<file path="src/common/pllc_regs.vh">
`ifndef PLLC_REGS_VH
`define PLLC_REGS_VH

// ==========================================
// special function register map
`define PLLC_SFR_ADDR_W 8
`define PLLC_DATA_W 8
`define PLLC_CLK_CTRL_ADDR 8'hd7
`define PLLC_CLK_CTRL_RESET 8'h03
`define PLLC_READ_ZERO 8'h00

// ==========================================
// clock control field positions
`define PLLC_OSCILLATOR_POWERDOWN_BIT 7
`define PLLC_LOCK_BIT 6
`define PLLC_RSVD_HI_BIT 5
`define PLLC_RSVD_LO_BIT 4
`define PLLC_FAST_INTERRUPT_RESPONSE_BIT 3
`define PLLC_CD_MSB 2
`define PLLC_CD_LSB 0
`define PLLC_CD_W 3
`define PLLC_CD_RESET 3'h3
`define PLLC_CD_FULL 3'h0
`define PLLC_RSVD_ZERO 2'h0

// ==========================================
// reset values of single-bit state
`define PLLC_OSCILLATOR_POWERDOWN_RESET 1'h0
`define PLLC_FAST_INTERRUPT_RESPONSE_RESET 1'h0
`define PLLC_OSC_EN_RESET 1'h1
`define PLLC_LOCK_RESET 1'h0
`define PLLC_TICK_RESET 1'h0

// ==========================================
// loop figures
`define PLLC_REF_HZ 32768
`define PLLC_LOOP_MULT 512
`define PLLC_LOOP_HZ 16777216
`define PLLC_DIV_CNT_W 7
`define PLLC_DIV_CNT_ONE 7'h01
`define PLLC_DIV_CNT_ZERO 7'h00

`endif

</file>
<file path="src/hdl/pllc_clock_control.v">
`timescale 1ns/1ps
`include "pllc_regs.vh"

module pllc_clock_control #(
  parameter LOOP_MULT = `PLLC_LOOP_MULT,
  parameter REF_HZ = `PLLC_REF_HZ
) (
  // clock and reset; clk_i stands for the loop output
  input wire clk_i,
  input wire rst_b_i,
  // special function register port
  input wire [`PLLC_SFR_ADDR_W-1:0] sfr_addr_i,
  input wire sfr_wr_i,
  input wire sfr_rd_i,
  input wire [`PLLC_DATA_W-1:0] sfr_wdata_i,
  output reg [`PLLC_DATA_W-1:0] sfr_rdata_o,
  // loop and core status
  input wire loop_tracking_i,
  input wire power_down_mode_i,
  input wire interrupt_active_i,
  // clock outputs
  output reg osc_enable_o,
  output reg core_tick_o,
  output reg [`PLLC_CD_W-1:0] active_divider_o,
  output reg lock_o
);

  // ==========================================
  // integration notes
  // clk_i is the loop output itself
  // multiply and free-run fallback live in the analogue loop
  // core clock leaves as a one-cycle tick, not a gated clock,
  // so no glitch reaches the core when the divider changes
  // read and write in one cycle: read sees the old value
  // status inputs are levels, taken as synchronous to clk_i
  // interrupt_active_i must stay high up to the return
  // divider counter is 7 bits: enough for the slowest setting
  // no clock enable: every flop runs on every edge

  // ==========================================
  // stored fields
  // only writable bits live in flops; lock and reserved bits
  // are never stored, so a stray write cannot make them stick
  reg oscillator_powerdown;
  reg fast_interrupt_response;
  reg [`PLLC_CD_W-1:0] core_clock_divider;
  reg [`PLLC_DIV_CNT_W-1:0] div_cnt;

  // next values of the stored fields
  reg next_oscillator_powerdown;
  reg next_fast_interrupt_response;
  reg [`PLLC_CD_W-1:0] next_core_clock_divider;
  reg [`PLLC_DIV_CNT_W-1:0] next_div_cnt;

  // next values of the registered outputs
  reg [`PLLC_CD_W-1:0] next_divider;
  reg next_core_tick;
  reg next_osc_enable;
  reg next_lock;
  reg [`PLLC_DATA_W-1:0] next_rdata;

  // loop frequency figure kept for reference by integrators
  // informative only, it drives no logic
  localparam integer LOOP_HZ = REF_HZ * LOOP_MULT;

  // ==========================================
  // address decode
  // byte-wide access only; no bit-addressed path into this register
  // writes elsewhere in the sfr space never touch this block
  wire sel;
  wire ctrl_wr;
  wire ctrl_rd;
  assign sel = (sfr_addr_i == `PLLC_CLK_CTRL_ADDR);
  assign ctrl_wr = sfr_wr_i && sel;
  assign ctrl_rd = sfr_rd_i && sel;

  // ==========================================
  // register writes
  // field next values; bits 6..4 of the write data are dropped here
  // a write lands in the fields on the same edge that samples the strobe
  always @* begin
    next_oscillator_powerdown = oscillator_powerdown;
    next_fast_interrupt_response = fast_interrupt_response;
    next_core_clock_divider = core_clock_divider;
    if (ctrl_wr) begin
      next_oscillator_powerdown = sfr_wdata_i[`PLLC_OSCILLATOR_POWERDOWN_BIT];
      next_fast_interrupt_response = sfr_wdata_i[`PLLC_FAST_INTERRUPT_RESPONSE_BIT];
      next_core_clock_divider = sfr_wdata_i[`PLLC_CD_MSB:`PLLC_CD_LSB];
    end
  end

  // field flops; power-on image is 03h with the lock bit shown live
  always @(posedge clk_i or negedge rst_b_i) begin
    if (!rst_b_i) begin
      oscillator_powerdown <= `PLLC_OSCILLATOR_POWERDOWN_RESET;
      fast_interrupt_response <= `PLLC_FAST_INTERRUPT_RESPONSE_RESET;
      core_clock_divider <= `PLLC_CD_RESET;
    end else begin
      oscillator_powerdown <= next_oscillator_powerdown;
      fast_interrupt_response <= next_fast_interrupt_response;
      core_clock_divider <= next_core_clock_divider;
    end
  end

  // ==========================================
  // effective divider
  // fast interrupt forces full rate while in service; the stored
  // divider is left alone, so the selected rate returns by itself
  // switch back on the first edge after interrupt_active_i falls
  always @* begin
    next_divider = core_clock_divider;
    if (fast_interrupt_response && interrupt_active_i) begin
      next_divider = `PLLC_CD_FULL;
    end
  end

  // divide mask: low n bits all ones gives one tick per 2^n cycles
  // n = 0 leaves the mask empty, so every cycle ticks
  wire [`PLLC_DIV_CNT_W-1:0] div_mask;
  genvar gi;
  generate
    for (gi = 0; gi < `PLLC_DIV_CNT_W; gi = gi + 1) begin : g_mask
      assign div_mask[gi] = (gi < next_divider);
    end
  endgenerate

  // ==========================================
  // core tick divider
  // counter restarts on every tick; a divider change uses the new
  // mask at once, so the first new period is at most one new period
  wire tick_now;
  assign tick_now = ((div_cnt & div_mask) == div_mask);

  // counter next value; never wraps, since a tick clears it at the top of its width at the latest
  always @* begin
    next_core_tick = tick_now;
    next_div_cnt = div_cnt + `PLLC_DIV_CNT_ONE;
    if (tick_now) begin
      next_div_cnt = `PLLC_DIV_CNT_ZERO;
    end
  end

  // tick flops; tick held low in reset so the core starts cleanly
  always @(posedge clk_i or negedge rst_b_i) begin
    if (!rst_b_i) begin
      div_cnt <= `PLLC_DIV_CNT_ZERO;
      core_tick_o <= `PLLC_TICK_RESET;
      active_divider_o <= `PLLC_CD_RESET;
    end else begin
      div_cnt <= next_div_cnt;
      core_tick_o <= next_core_tick;
      active_divider_o <= next_divider;
    end
  end

  // ==========================================
  // oscillator enable and lock flag
  // crystal stops only in power-down and only when software asked;
  // every other state keeps the reference, and the loop, alive
  // enable is a flop: power-down entry reaches the pad a cycle later
  always @* begin
    next_osc_enable = 1'b1;
    if (power_down_mode_i && oscillator_powerdown) begin
      next_osc_enable = 1'b0;
    end
    next_lock = loop_tracking_i;
  end

  // status flops; lock reads 0 until the first tracking sample
  always @(posedge clk_i or negedge rst_b_i) begin
    if (!rst_b_i) begin
      osc_enable_o <= `PLLC_OSC_EN_RESET;
      lock_o <= `PLLC_LOCK_RESET;
    end else begin
      osc_enable_o <= next_osc_enable;
      lock_o <= next_lock;
    end
  end

  // ==========================================
  // read data
  // register image; lock sampled live so software sees the loop
  // state of the read cycle itself, not a copy one cycle old
  // reserved bits 5..4 are tied low and ignore writes
  wire [`PLLC_DATA_W-1:0] ctrl_image;
  assign ctrl_image[`PLLC_OSCILLATOR_POWERDOWN_BIT] = oscillator_powerdown;
  assign ctrl_image[`PLLC_LOCK_BIT] = loop_tracking_i;
  assign ctrl_image[`PLLC_RSVD_HI_BIT:`PLLC_RSVD_LO_BIT] = `PLLC_RSVD_ZERO;
  assign ctrl_image[`PLLC_FAST_INTERRUPT_RESPONSE_BIT] = fast_interrupt_response;
  assign ctrl_image[`PLLC_CD_MSB:`PLLC_CD_LSB] = core_clock_divider;

  // read mux; unmapped addresses and idle cycles read zero,
  // so a stale value never lingers on the bus after a read
  always @* begin
    next_rdata = `PLLC_READ_ZERO;
    if (ctrl_rd) begin
      next_rdata = ctrl_image;
    end
  end

  // read data flop
  always @(posedge clk_i or negedge rst_b_i) begin
    if (!rst_b_i) begin
      sfr_rdata_o <= `PLLC_READ_ZERO;
    end else begin
      sfr_rdata_o <= next_rdata;
    end
  end

endmodule

</file>
<file path="config.mk">
export PLATFORM = sky130hd
export DESIGN_NAME = pllc_clock_control
export DESIGN_NICKNAME = d
export VERILOG_FILES = /design/src/hdl/pllc_clock_control.v
export VERILOG_INCLUDE_DIRS = /design/src /design/src/common
export SDC_FILE = /design/constraint.sdc
export NUM_CORES = 1
export LEC_CHECK = 0
export BUFFER_PORTS_ARGS = -buffer_cell sky130_fd_sc_hd__buf_2
export CORE_ASPECT_RATIO = 1.1
export CORE_MARGIN = 2
export CORE_UTILIZATION = 43
export DETAILED_ROUTE_END_ITERATION = 10
export GPL_TIMING_DRIVEN = 0
export PLACE_DENSITY = 0.73
export SYNTH_ARGS = -nofsm -noshare
export SYNTH_HDL_FRONTEND = slang
export SYNTH_SLANG_ARGS = --single-unit
</file>
<file path="constraint.sdc">
create_clock -name clk_i -period 1.1 [get_ports clk_i]
set_input_delay 0.11 -clock clk_i [delete_from_list [all_inputs] [get_ports clk_i]]
set_output_delay 0.11 -clock clk_i [all_outputs]
set_load 0.005 [all_outputs]
</file>
### Word level (Yosys, flattened, before mapping)

Cells that the tools add are included.

* bits in registers: 26
* bits of input ports: 23
* output and inout bits: 14
* logic and storage cells: 28

* add/subtract/negate cells: 1
* $lt $le $gt $ge: 7
* eq/ne operators: 2
* multiplexer cells: 4
* bitwise logic cells: 1
* reduce and logical (&&, ||, !) cells: 4

Operator list (count)
* $lt A3 B3 Y1 const A: 3
* $eq A8 B8 Y1 const B: 1
* $mux W8: 1
* $add A7 B1 Y7 const B: 1
* $and A7 B7 Y7: 1
* $eq A7 B7 Y1: 1
* $mux W7: 1
* $lt A1 B3 Y1 const A: 2
* $lt A2 B3 Y1 const A: 2
* $logic_and A1 B1 Y1: 4
* $mux W3: 1
* $mux W1: 1

### Depth between registers and ports, before layout

Gate-level depths: netlist (run 1).

* depth after elaboration: 6
* depth in mapped cells: 5
* gate-level depth less buffers: 5

### Worst setup path after synthesis (run 1)

No wires, ideal clock.

* kind: register to register
* start: register core_clock_divider[1]
* end: register core_tick_o
* library setup time: 119 ps
* arrival: 1108 ps
* required time: 981 ps
* slack: -127 ps
* stages on the path, launching flop included: 5
* buffers on the path: 0
* period minus slack after synthesis: 1227 ps
* cell sequence: dfstp_2 > nand2b_1 > a21boi_1 > o221ai_4 > and2_1

* cells in the longest elaborated chain, start to end: 4
* elaborated cells on any way between the ends: 10
* those cells by class: order compare (7); eq/ne (1); mux (1); bitwise (1)

Ends and longest elaborated chain
* from (decl): line pllc_clock_control.v:46 `` reg [`PLLC_CD_W-1:0] core_clock_divider; ``
* from (signal assigned): line pllc_clock_control.v:97 `` core_clock_divider <= `PLLC_CD_RESET; ``
* from (signal assigned): line pllc_clock_control.v:101 `core_clock_divider <= next_core_clock_divider;`
* $mux W3 (*): line pllc_clock_control.v:112 `if (fast_interrupt_response && interrupt_active_i) begin`
* $lt A1 B3 Y1, or another cell as far along: line pllc_clock_control.v:123 `assign div_mask[gi] = (gi < next_divider);`
* $and A7 B7 Y7: line pllc_clock_control.v:132 `assign tick_now = ((div_cnt & div_mask) == div_mask);`
* $eq A7 B7 Y1 (*): line pllc_clock_control.v:132
* net next_core_tick: line pllc_clock_control.v:57 `reg next_core_tick;`
* to (signal assigned): line pllc_clock_control.v:147 `` core_tick_o <= `PLLC_TICK_RESET; ``
* to (signal assigned): line pllc_clock_control.v:151 `core_tick_o <= next_core_tick;`
* to (decl): line pllc_clock_control.v:23 `output reg core_tick_o,`

The timed path passes the listed nets; every way through them passes the cells marked *.
A chain may end at the register's enable or synchronous reset.

### Worst setup path after layout (run 1)

Same ends and word-level chain as after synthesis.

==> flow_metrics.py, run 1 <==
metrics = {
    "synthesis": {
        "netlist_top_cells_count": "sky130_fd_sc_hd__dfrtp_1, sky130_fd_sc_hd__and3_1",
        "number_of_distinct_library_cells_after_synthesis": 27,
        "asyncSetResetFlopFracSynth": 1.000,
        "ys_flop_type": "sky130_fd_sc_hd__dfrtp_1",
        "synth_cells": 77,
        "synthDominantCellAreaShare": 0.4481,
        "netlist_area_um2": 1061,
        "synthesis.yosys.warnings": 0,
        "synth_most_common_cell": "sky130_fd_sc_hd__dfrtp_1",
        "synth_seq_area_share": 0.5719,
        "ys_top_cells_by_area": "sky130_fd_sc_hd__dfrtp_1, sky130_fd_sc_hd__dfstp_2, sky130_fd_sc_hd__mux2_4",
        "synth_enable_flop_cells": 0,
        "yosysTopAreaCell": "sky130_fd_sc_hd__dfrtp_1",
        "yosys_register_bits": 24,
        "avgSynthCellArea_um2": 13.78,
    },
    "final_layout": {
        "fillers": 205,
        "multi_input_area_um2": 466.7,
        "postLayoutCoreUtil": 0.5920,
        "ff_latch_area_um2": 606.8,
        "num_antenna_cells": 0,
        "drive_above_1_share": 0.5462,
        "fin_nets": 144,
        "design_area_um2": 1360,
        "area.growth.synth_to_final_pct": 28.18,
    },
    "timing": {
        "worst_clock_skew_ps": 7.846,
        "post-route-min-period_ps": 1260,
        "timing_hold_violations_final": 0,
        "postLayoutSetupSlackWorst_ps": -160.2,
        "total_neg_setup_slack_ps": -962.0,
        "grt_setup_unrepaired": "yes",
        "timing.final.max_slew_violations": 0,
        "period_share": 1.146,
        "fmaxAchievable_ghz": 0.7935,
        "setup_violations": 7,
    },
    "worst_setup_path": {
        "critical_path.reg2reg.endpoint": "core_tick_o",
        "worstPathRequired_ps": 1310,
        "r2r.worst_path.cells": 4,
        "worst-r2r-setup-slack_ps": -160,
        "setup.worst_path.end": "core_tick_o",
        "worstSetupEndpointType": "flip-flop",
        "worst_setup_path_start_kind": "flip-flop",
        "setup.worst_path.start": "core_clock_divider[1]",
        "crit_type": "flip-flop to flip-flop",
        "crit-reg2reg-launch": "core_clock_divider[1]",
        "cp.arrival_ps": 1470,
        "worst-path-max-fanout": 7,
    },
    "floorplan": {
        "floorplan.rows": 18,
        "pin_count": 37,
        "floorplan.die.width_um": 51.36,
        "die_height_um": 56.10,
        "die_area_um2": 2881,
        "placeableCoreArea_um2": 2297,
        "floorplan.initialDensity": 0.4619,
    },
    "status": {
        "run_status": "finished, violations left",
        "failed_checks": "setup timing",
    },
    "drt": {
        "route.antenna.remaining_nets": 0,
        "detail_route.wl_per_cell_um": 11.61,
        "routed_via_density": 4.785,
        "routed_wl_mm": 1.730,
        "firstDrtPassIters": 2,
        "drtIter0Drc": 6,
        "detail_route.drc_violations": 0,
        "via_count": 713,
    },
    "power_and_ir_drop": {
        "peakVddDrop_mv": 0.6182,
        "leakage_nw": 0.7025,
        "powerDensity_nw_per_um2": 1097,
    },
    "global_route": {
        "maximum_number_of_pins_on_one_net_before_global_route_repair": 25,
        "initial_antenna_violation_count": 0,
        "grt_overflow": 0,
        "first_global_vias": 714,
        "grt_pass1_wl_mm": 2.960,
        "gr-usage-all-layers": 0.1351,
    },
    "clock_tree": {
        "clk_pin_slew_worst_paths_ps": 120,
        "cts_tree": "yes",
        "ctsLongestPathBuffers": 2,
        "clk_latency_ps": 300,
        "cts_root_buf": "sky130_fd_sc_hd__clkbuf_4",
        "cts_sinks": 24,
        "tritoncts_buffers": 3,
        "htreeDepth": 1,
    },
    "flow_run": {
        "drv.max_cap_violation_count": 0,
    },
    "min_path": {
        "hold_path.class": "primary input to flip-flop",
    },
    "placement": {
        "dpl_cell_area_um2": 1261,
        "place_congestion": 0.7682,
        "buffer_ports.inserted": 31,
        "detailedPlace.worstSlack_ps": -221.1,
    },
}
-- metal layers --
metal,up-vias,track usage,wire length [um]
li1,345,-,-
met3,2,0.01613,65
met2,15,0.2308,947
met4,0,0.06767,27
met1,351,0.1638,689
met5,-,0,0
-- registers in the layout (all words and copies together) (netlist names) --
signal and cells:
osc_enable_o 1, core_clock_divider 3, oscillator_powerdown 1, core_tick_o 1
sfr_rdata_o 6, fast_interrupt_response 1, lock_o 1, div_cnt 7
active_divider_o 3
-- layout make-up --
type,count,share of cell area
sequential,24,0.4462
multi-input combinational,52,0.3431
timing repair buffer,37,0.1527
tap,30,0.02760
clock buffer,4,0.01932
buffer,2,0.01104
-- worst min-delay path by stage --
| stage | start | endpoint | slack, ps | cells past startpoint |
|---|---|---|---|---|
| 2_1_floorplan | rst_b_i | active_divider_o[2] | -190 | 0 |
| 3_3_place_gp | rst_b_i | oscillator_powerdown | 100 | 1 |
| 3_5_place_dp | rst_b_i | core_clock_divider[2] | 110 | 1 |
| 4_1_cts | sfr_wdata_i[7] | oscillator_powerdown | 30 | 2 |
| 5_1_grt | sfr_wdata_i[2] | core_clock_divider[2] | 20 | 2 |
| 6_report | sfr_wdata_i[1] | core_clock_divider[1] | 40 | 2 |
-- metrics by stage --
step           instances  hold slack [ps]  power [mW]
2_1_floorplan         78           -185.6       1.027
3_3_place_gp         139            99.33       1.106
3_5_place_dp         139            107.6       1.112
4_1_cts              148            30.73       1.509
5_1_grt              149            24.41       1.578
6_report             149            38.34       1.492
-- cells in the final DEF, fill, tap and decap left out, types with 2 or more instances in the layout --
cell,count
sky130_fd_sc_hd__and2_4,2
sky130_fd_sc_hd__xnor2_1,2
sky130_fd_sc_hd__dlygate4sd3_1,3
sky130_fd_sc_hd__buf_2,31
sky130_fd_sc_hd__buf_4,5
sky130_fd_sc_hd__nand2_1,3
sky130_fd_sc_hd__nand2_2,2
sky130_fd_sc_hd__conb_1,2
sky130_fd_sc_hd__dfstp_2,5
sky130_fd_sc_hd__mux2_4,5
sky130_fd_sc_hd__and3_1,6
sky130_fd_sc_hd__dfrtp_1,19
sky130_fd_sc_hd__a21oi_1,5
sky130_fd_sc_hd__and2_1,3
sky130_fd_sc_hd__xor2_1,3
sky130_fd_sc_hd__clkbuf_4,3
sky130_fd_sc_hd__nand4b_4,2
-- critical path: stages (launching register included) --
cell                       delay, ps
sky130_fd_sc_hd__dfstp_2         580
sky130_fd_sc_hd__nand2b_1         70
sky130_fd_sc_hd__a21boi_2        180
sky130_fd_sc_hd__o221ai_4        170
sky130_fd_sc_hd__and2_1          170
-- where the power goes --
| part | switching [mW] | internal, mW | leakage [nW] |
|---|---|---|---|
| clock network | 0.233 | 0.141 | 0.0150 |
| registers | 0.0171 | 0.916 | 0.309 |
| logic | 0.0831 | 0.102 | 0.378 |
-- logic make-up after synthesis --
logic type	after synthesis	synth area share
AND/OR/NAND/NOR	29	0.1993
buffers and inverters	2	0.01415
XOR/XNOR	5	0.04128
other	1	0.003534
flip-flops	24	0.5719
AO/OA/AOI/OAI	10	0.08727
multiplexers	5	0.07075
adder cells (fa/ha/maj)	1	0.01179
-- timing repair --
action	4_1_cts	5_1_grt
resized for setup	0	7
setup buffers	2	1
setup endpoints to repair	7	8
hold buffers	3	0
endpoints found under the hold margin	21	0
pin swaps	5	3
gates cloned	0	0
No activity file was read; power rests on OpenSTA's default activity.
==> run 2, diff against run 1 <==
--- a/config.mk
+++ b/config.mk
@@ -7,12 +7,14 @@
 export NUM_CORES = 1
 export LEC_CHECK = 0
 export BUFFER_PORTS_ARGS = -buffer_cell sky130_fd_sc_hd__buf_2
+export CELL_PAD_IN_SITES_DETAIL_PLACEMENT = 0
+export CELL_PAD_IN_SITES_GLOBAL_PLACEMENT = 2
 export CORE_ASPECT_RATIO = 1.1
 export CORE_MARGIN = 2
-export CORE_UTILIZATION = 43
+export CORE_UTILIZATION = 28
 export DETAILED_ROUTE_END_ITERATION = 10
 export GPL_TIMING_DRIVEN = 0
-export PLACE_DENSITY = 0.73
+export PLACE_DENSITY_LB_ADDON = 0.1
 export SYNTH_ARGS = -nofsm -noshare
 export SYNTH_HDL_FRONTEND = slang
 export SYNTH_SLANG_ARGS = --single-unit
==> flow_metrics.py, run 2 (synthesis gave the netlist of run 1 again) <==
metrics = {
    "floorplan": {
        "floorplan.rows": 23,
        "die_height_um": 68.56,
        "pin_count": 37,
        "placeableCoreArea_um2": 3626,
        "floorplan.initialDensity": 0.2926,
        "floorplan.die.width_um": 62.69,
        "die_area_um2": 4298,
    },
    "final_layout": {
        "fillers": 389,
        "area.growth.synth_to_final_pct": 32.19,
        "drive_above_1_share": 0.5333,
        "largest_register_ffs": 7,
        "mostFrequentLayoutCell": "sky130_fd_sc_hd__buf_2",
        "design_area_um2": 1403,
        "postLayoutCoreUtil": 0.3868,
        "layout.cells.most_common_list": "sky130_fd_sc_hd__buf_2, sky130_fd_sc_hd__dfrtp_1, sky130_fd_sc_hd__and3_1, sky130_fd_sc_hd__buf_4",
        "multi_input_area_um2": 457.9,
        "largest_register": "div_cnt",
        "fin_cells": 170,
        "num_antenna_cells": 0,
        "fin_nets": 145,
        "ff_latch_area_um2": 606.8,
        "reg_top3": "div_cnt x7, sfr_rdata_o x6",
    },
    "clock_tree": {
        "cts_root_buf": "sky130_fd_sc_hd__clkbuf_8",
        "clk_latency_ps": 260,
        "htreeDepth": 1,
        "tritoncts_buffers": 3,
        "clk_pin_slew_worst_paths_ps": 80,
        "ctsLongestPathBuffers": 2,
        "cts_sinks": 24,
        "cts_tree": "yes",
    },
    "power_and_ir_drop": {
        "powerDensity_nw_per_um2": 1171,
        "peakVddDrop_mv": 0.3943,
        "leakage_nw": 0.7137,
    },
    "worst_setup_path": {
        "cp_slowest_cell": "sky130_fd_sc_hd__dfstp_2",
        "critical_path_buf_inv_count": 0,
        "worst-r2r-setup-slack_ps": -190,
        "critPathTopFamily": "flip-flops",
        "cp.arrival_ps": 1450,
        "worst_setup_path_start_kind": "flip-flop",
        "cp_cell_sequence": "a21bo_1 -> nand2_2 -> o221ai_4 -> and2_1",
        "crit_type": "flip-flop to flip-flop",
        "critical-path-max-stage-delay_ps": 570,
        "worst-path-max-fanout": 7,
        "worstPathRequired_ps": 1250,
        "worstSetupEndpointType": "flip-flop",
    },
    "drt": {
        "detail_route.wl_per_cell_um": 12.07,
        "via_count": 705,
        "routed_via_density": 4.147,
        "firstDrtPassIters": 3,
        "route.antenna.remaining_nets": 0,
        "drtIter0Drc": 14,
        "detail_route.drc_violations": 0,
        "routed_wl_mm": 2.052,
    },
    "placement": {
        "buffer_ports.inserted": 31,
        "dpl_cell_area_um2": 1286,
        "place_congestion": 0.6588,
        "dpl.hpwl_mm": 1.506,
        "place_inst": 159,
        "detailedPlace.worstSlack_ps": -257.2,
    },
    "timing": {
        "post-route-min-period_ps": 1294,
        "fmaxAchievable_ghz": 0.7725,
        "timing.final.max_slew_violations": 0,
        "setup_violations": 7,
        "postLayoutSetupSlackWorst_ps": -194.4,
        "hold_slack_ps": 73.53,
        "grt_setup_unrepaired": "yes",
        "worst-slew-pin-transition_ps": 528.9,
        "period_share": 1.177,
        "timing_hold_violations_final": 0,
        "worst_clock_skew_ps": 3.988,
        "timing.slew.headroom": 0.6474,
    },
    "flow_run": {
        "drv.max_cap_violation_count": 0,
    },
    "global_route": {
        "gr-usage-all-layers": 0.1076,
        "grt_pass1_wl_mm": 3.484,
        "use_met3": 0.02922,
        "maximum_number_of_pins_on_one_net_before_global_route_repair": 25,
        "globalRouteMet1Util": 0.1490,
        "grt_overflow": 0,
        "use_met2": 0.1613,
        "initial_antenna_violation_count": 0,
        "top_usage_layer": "met2",
        "first_global_vias": 700,
    },
    "min_path": {
        "hold_path.class": "primary input to flip-flop",
    },
    "status": {
        "run_status": "finished, violations left",
        "failed_checks": "setup timing",
    },
}
==> run 2: worst paths after layout <==
check	start	to	depth (start not counted)
worst max register to register	core_clock_divider[1]	core_tick_o	4
min in group asynchronous	rst_b_i	div_cnt[3]	2
worst min register to register	oscillator_powerdown	osc_enable_o	1
max in group asynchronous	rst_b_i	active_divider_o[0]	2
worst max-delay path	core_clock_divider[1]	core_tick_o	4
worst min-delay path	sfr_wdata_i[7]	oscillator_powerdown	2
==> run 2: power breakdown <==
group | internal (mW) | switching, mW | leakage [nW]
Clock | 0.258 | 0.262 | 0.0228
Sequential | 0.916 | 0.0198 | 0.309
Combinational | 0.102 | 0.0849 | 0.382
Total | 1.28 | 0.367 | 0.714
==> run 2: worst reg2reg max path: cells and delay by family (launching register included) <==
family	cells	cell delay, ps
AND/OR/NAND/NOR	2	240
flip-flops	1	570
AO/OA/AOI/OAI	2	370
==> run 2: layer usage <==
| metal | vias to the layer above | share of wire |
|---|---|---|
| li1 | 350 | - |
| met1 | 334 | 0.48 |
| met2 | 19 | 0.47 |
| met3 | 2 | 0.049 |
| met4 | 0 | 0.0063 |
| met5 | - | 0 |
==> run 2: final cells by class <==
cell class                      count  share of cell area
Buffer                              2             0.01070
Clock buffer                        4             0.03211
Multi-Input combinational cell     52              0.3265
Sequential cell                    24              0.4326
Tap cell                           50             0.04460
Timing Repair Buffer               38              0.1534
==> run 2: per-stage QoR <==
stage,TNS [ps],power (mW)
5_1_grt,-1670,1.752
4_1_cts,-1425,1.671
3_5_place_dp,-1644,1.118
2_1_floorplan,-438.0,1.027
6_report,-1162,1.642
3_3_place_gp,-1499,1.115
==> run 2: timing repair <==
action,4_1_cts,5_1_grt
endpoints found under the hold margin,21,0
resized for setup,2,2
buffers inserted,2,2
pin swaps,3,0
setup endpoints to repair,8,8
hold buffers,3,0
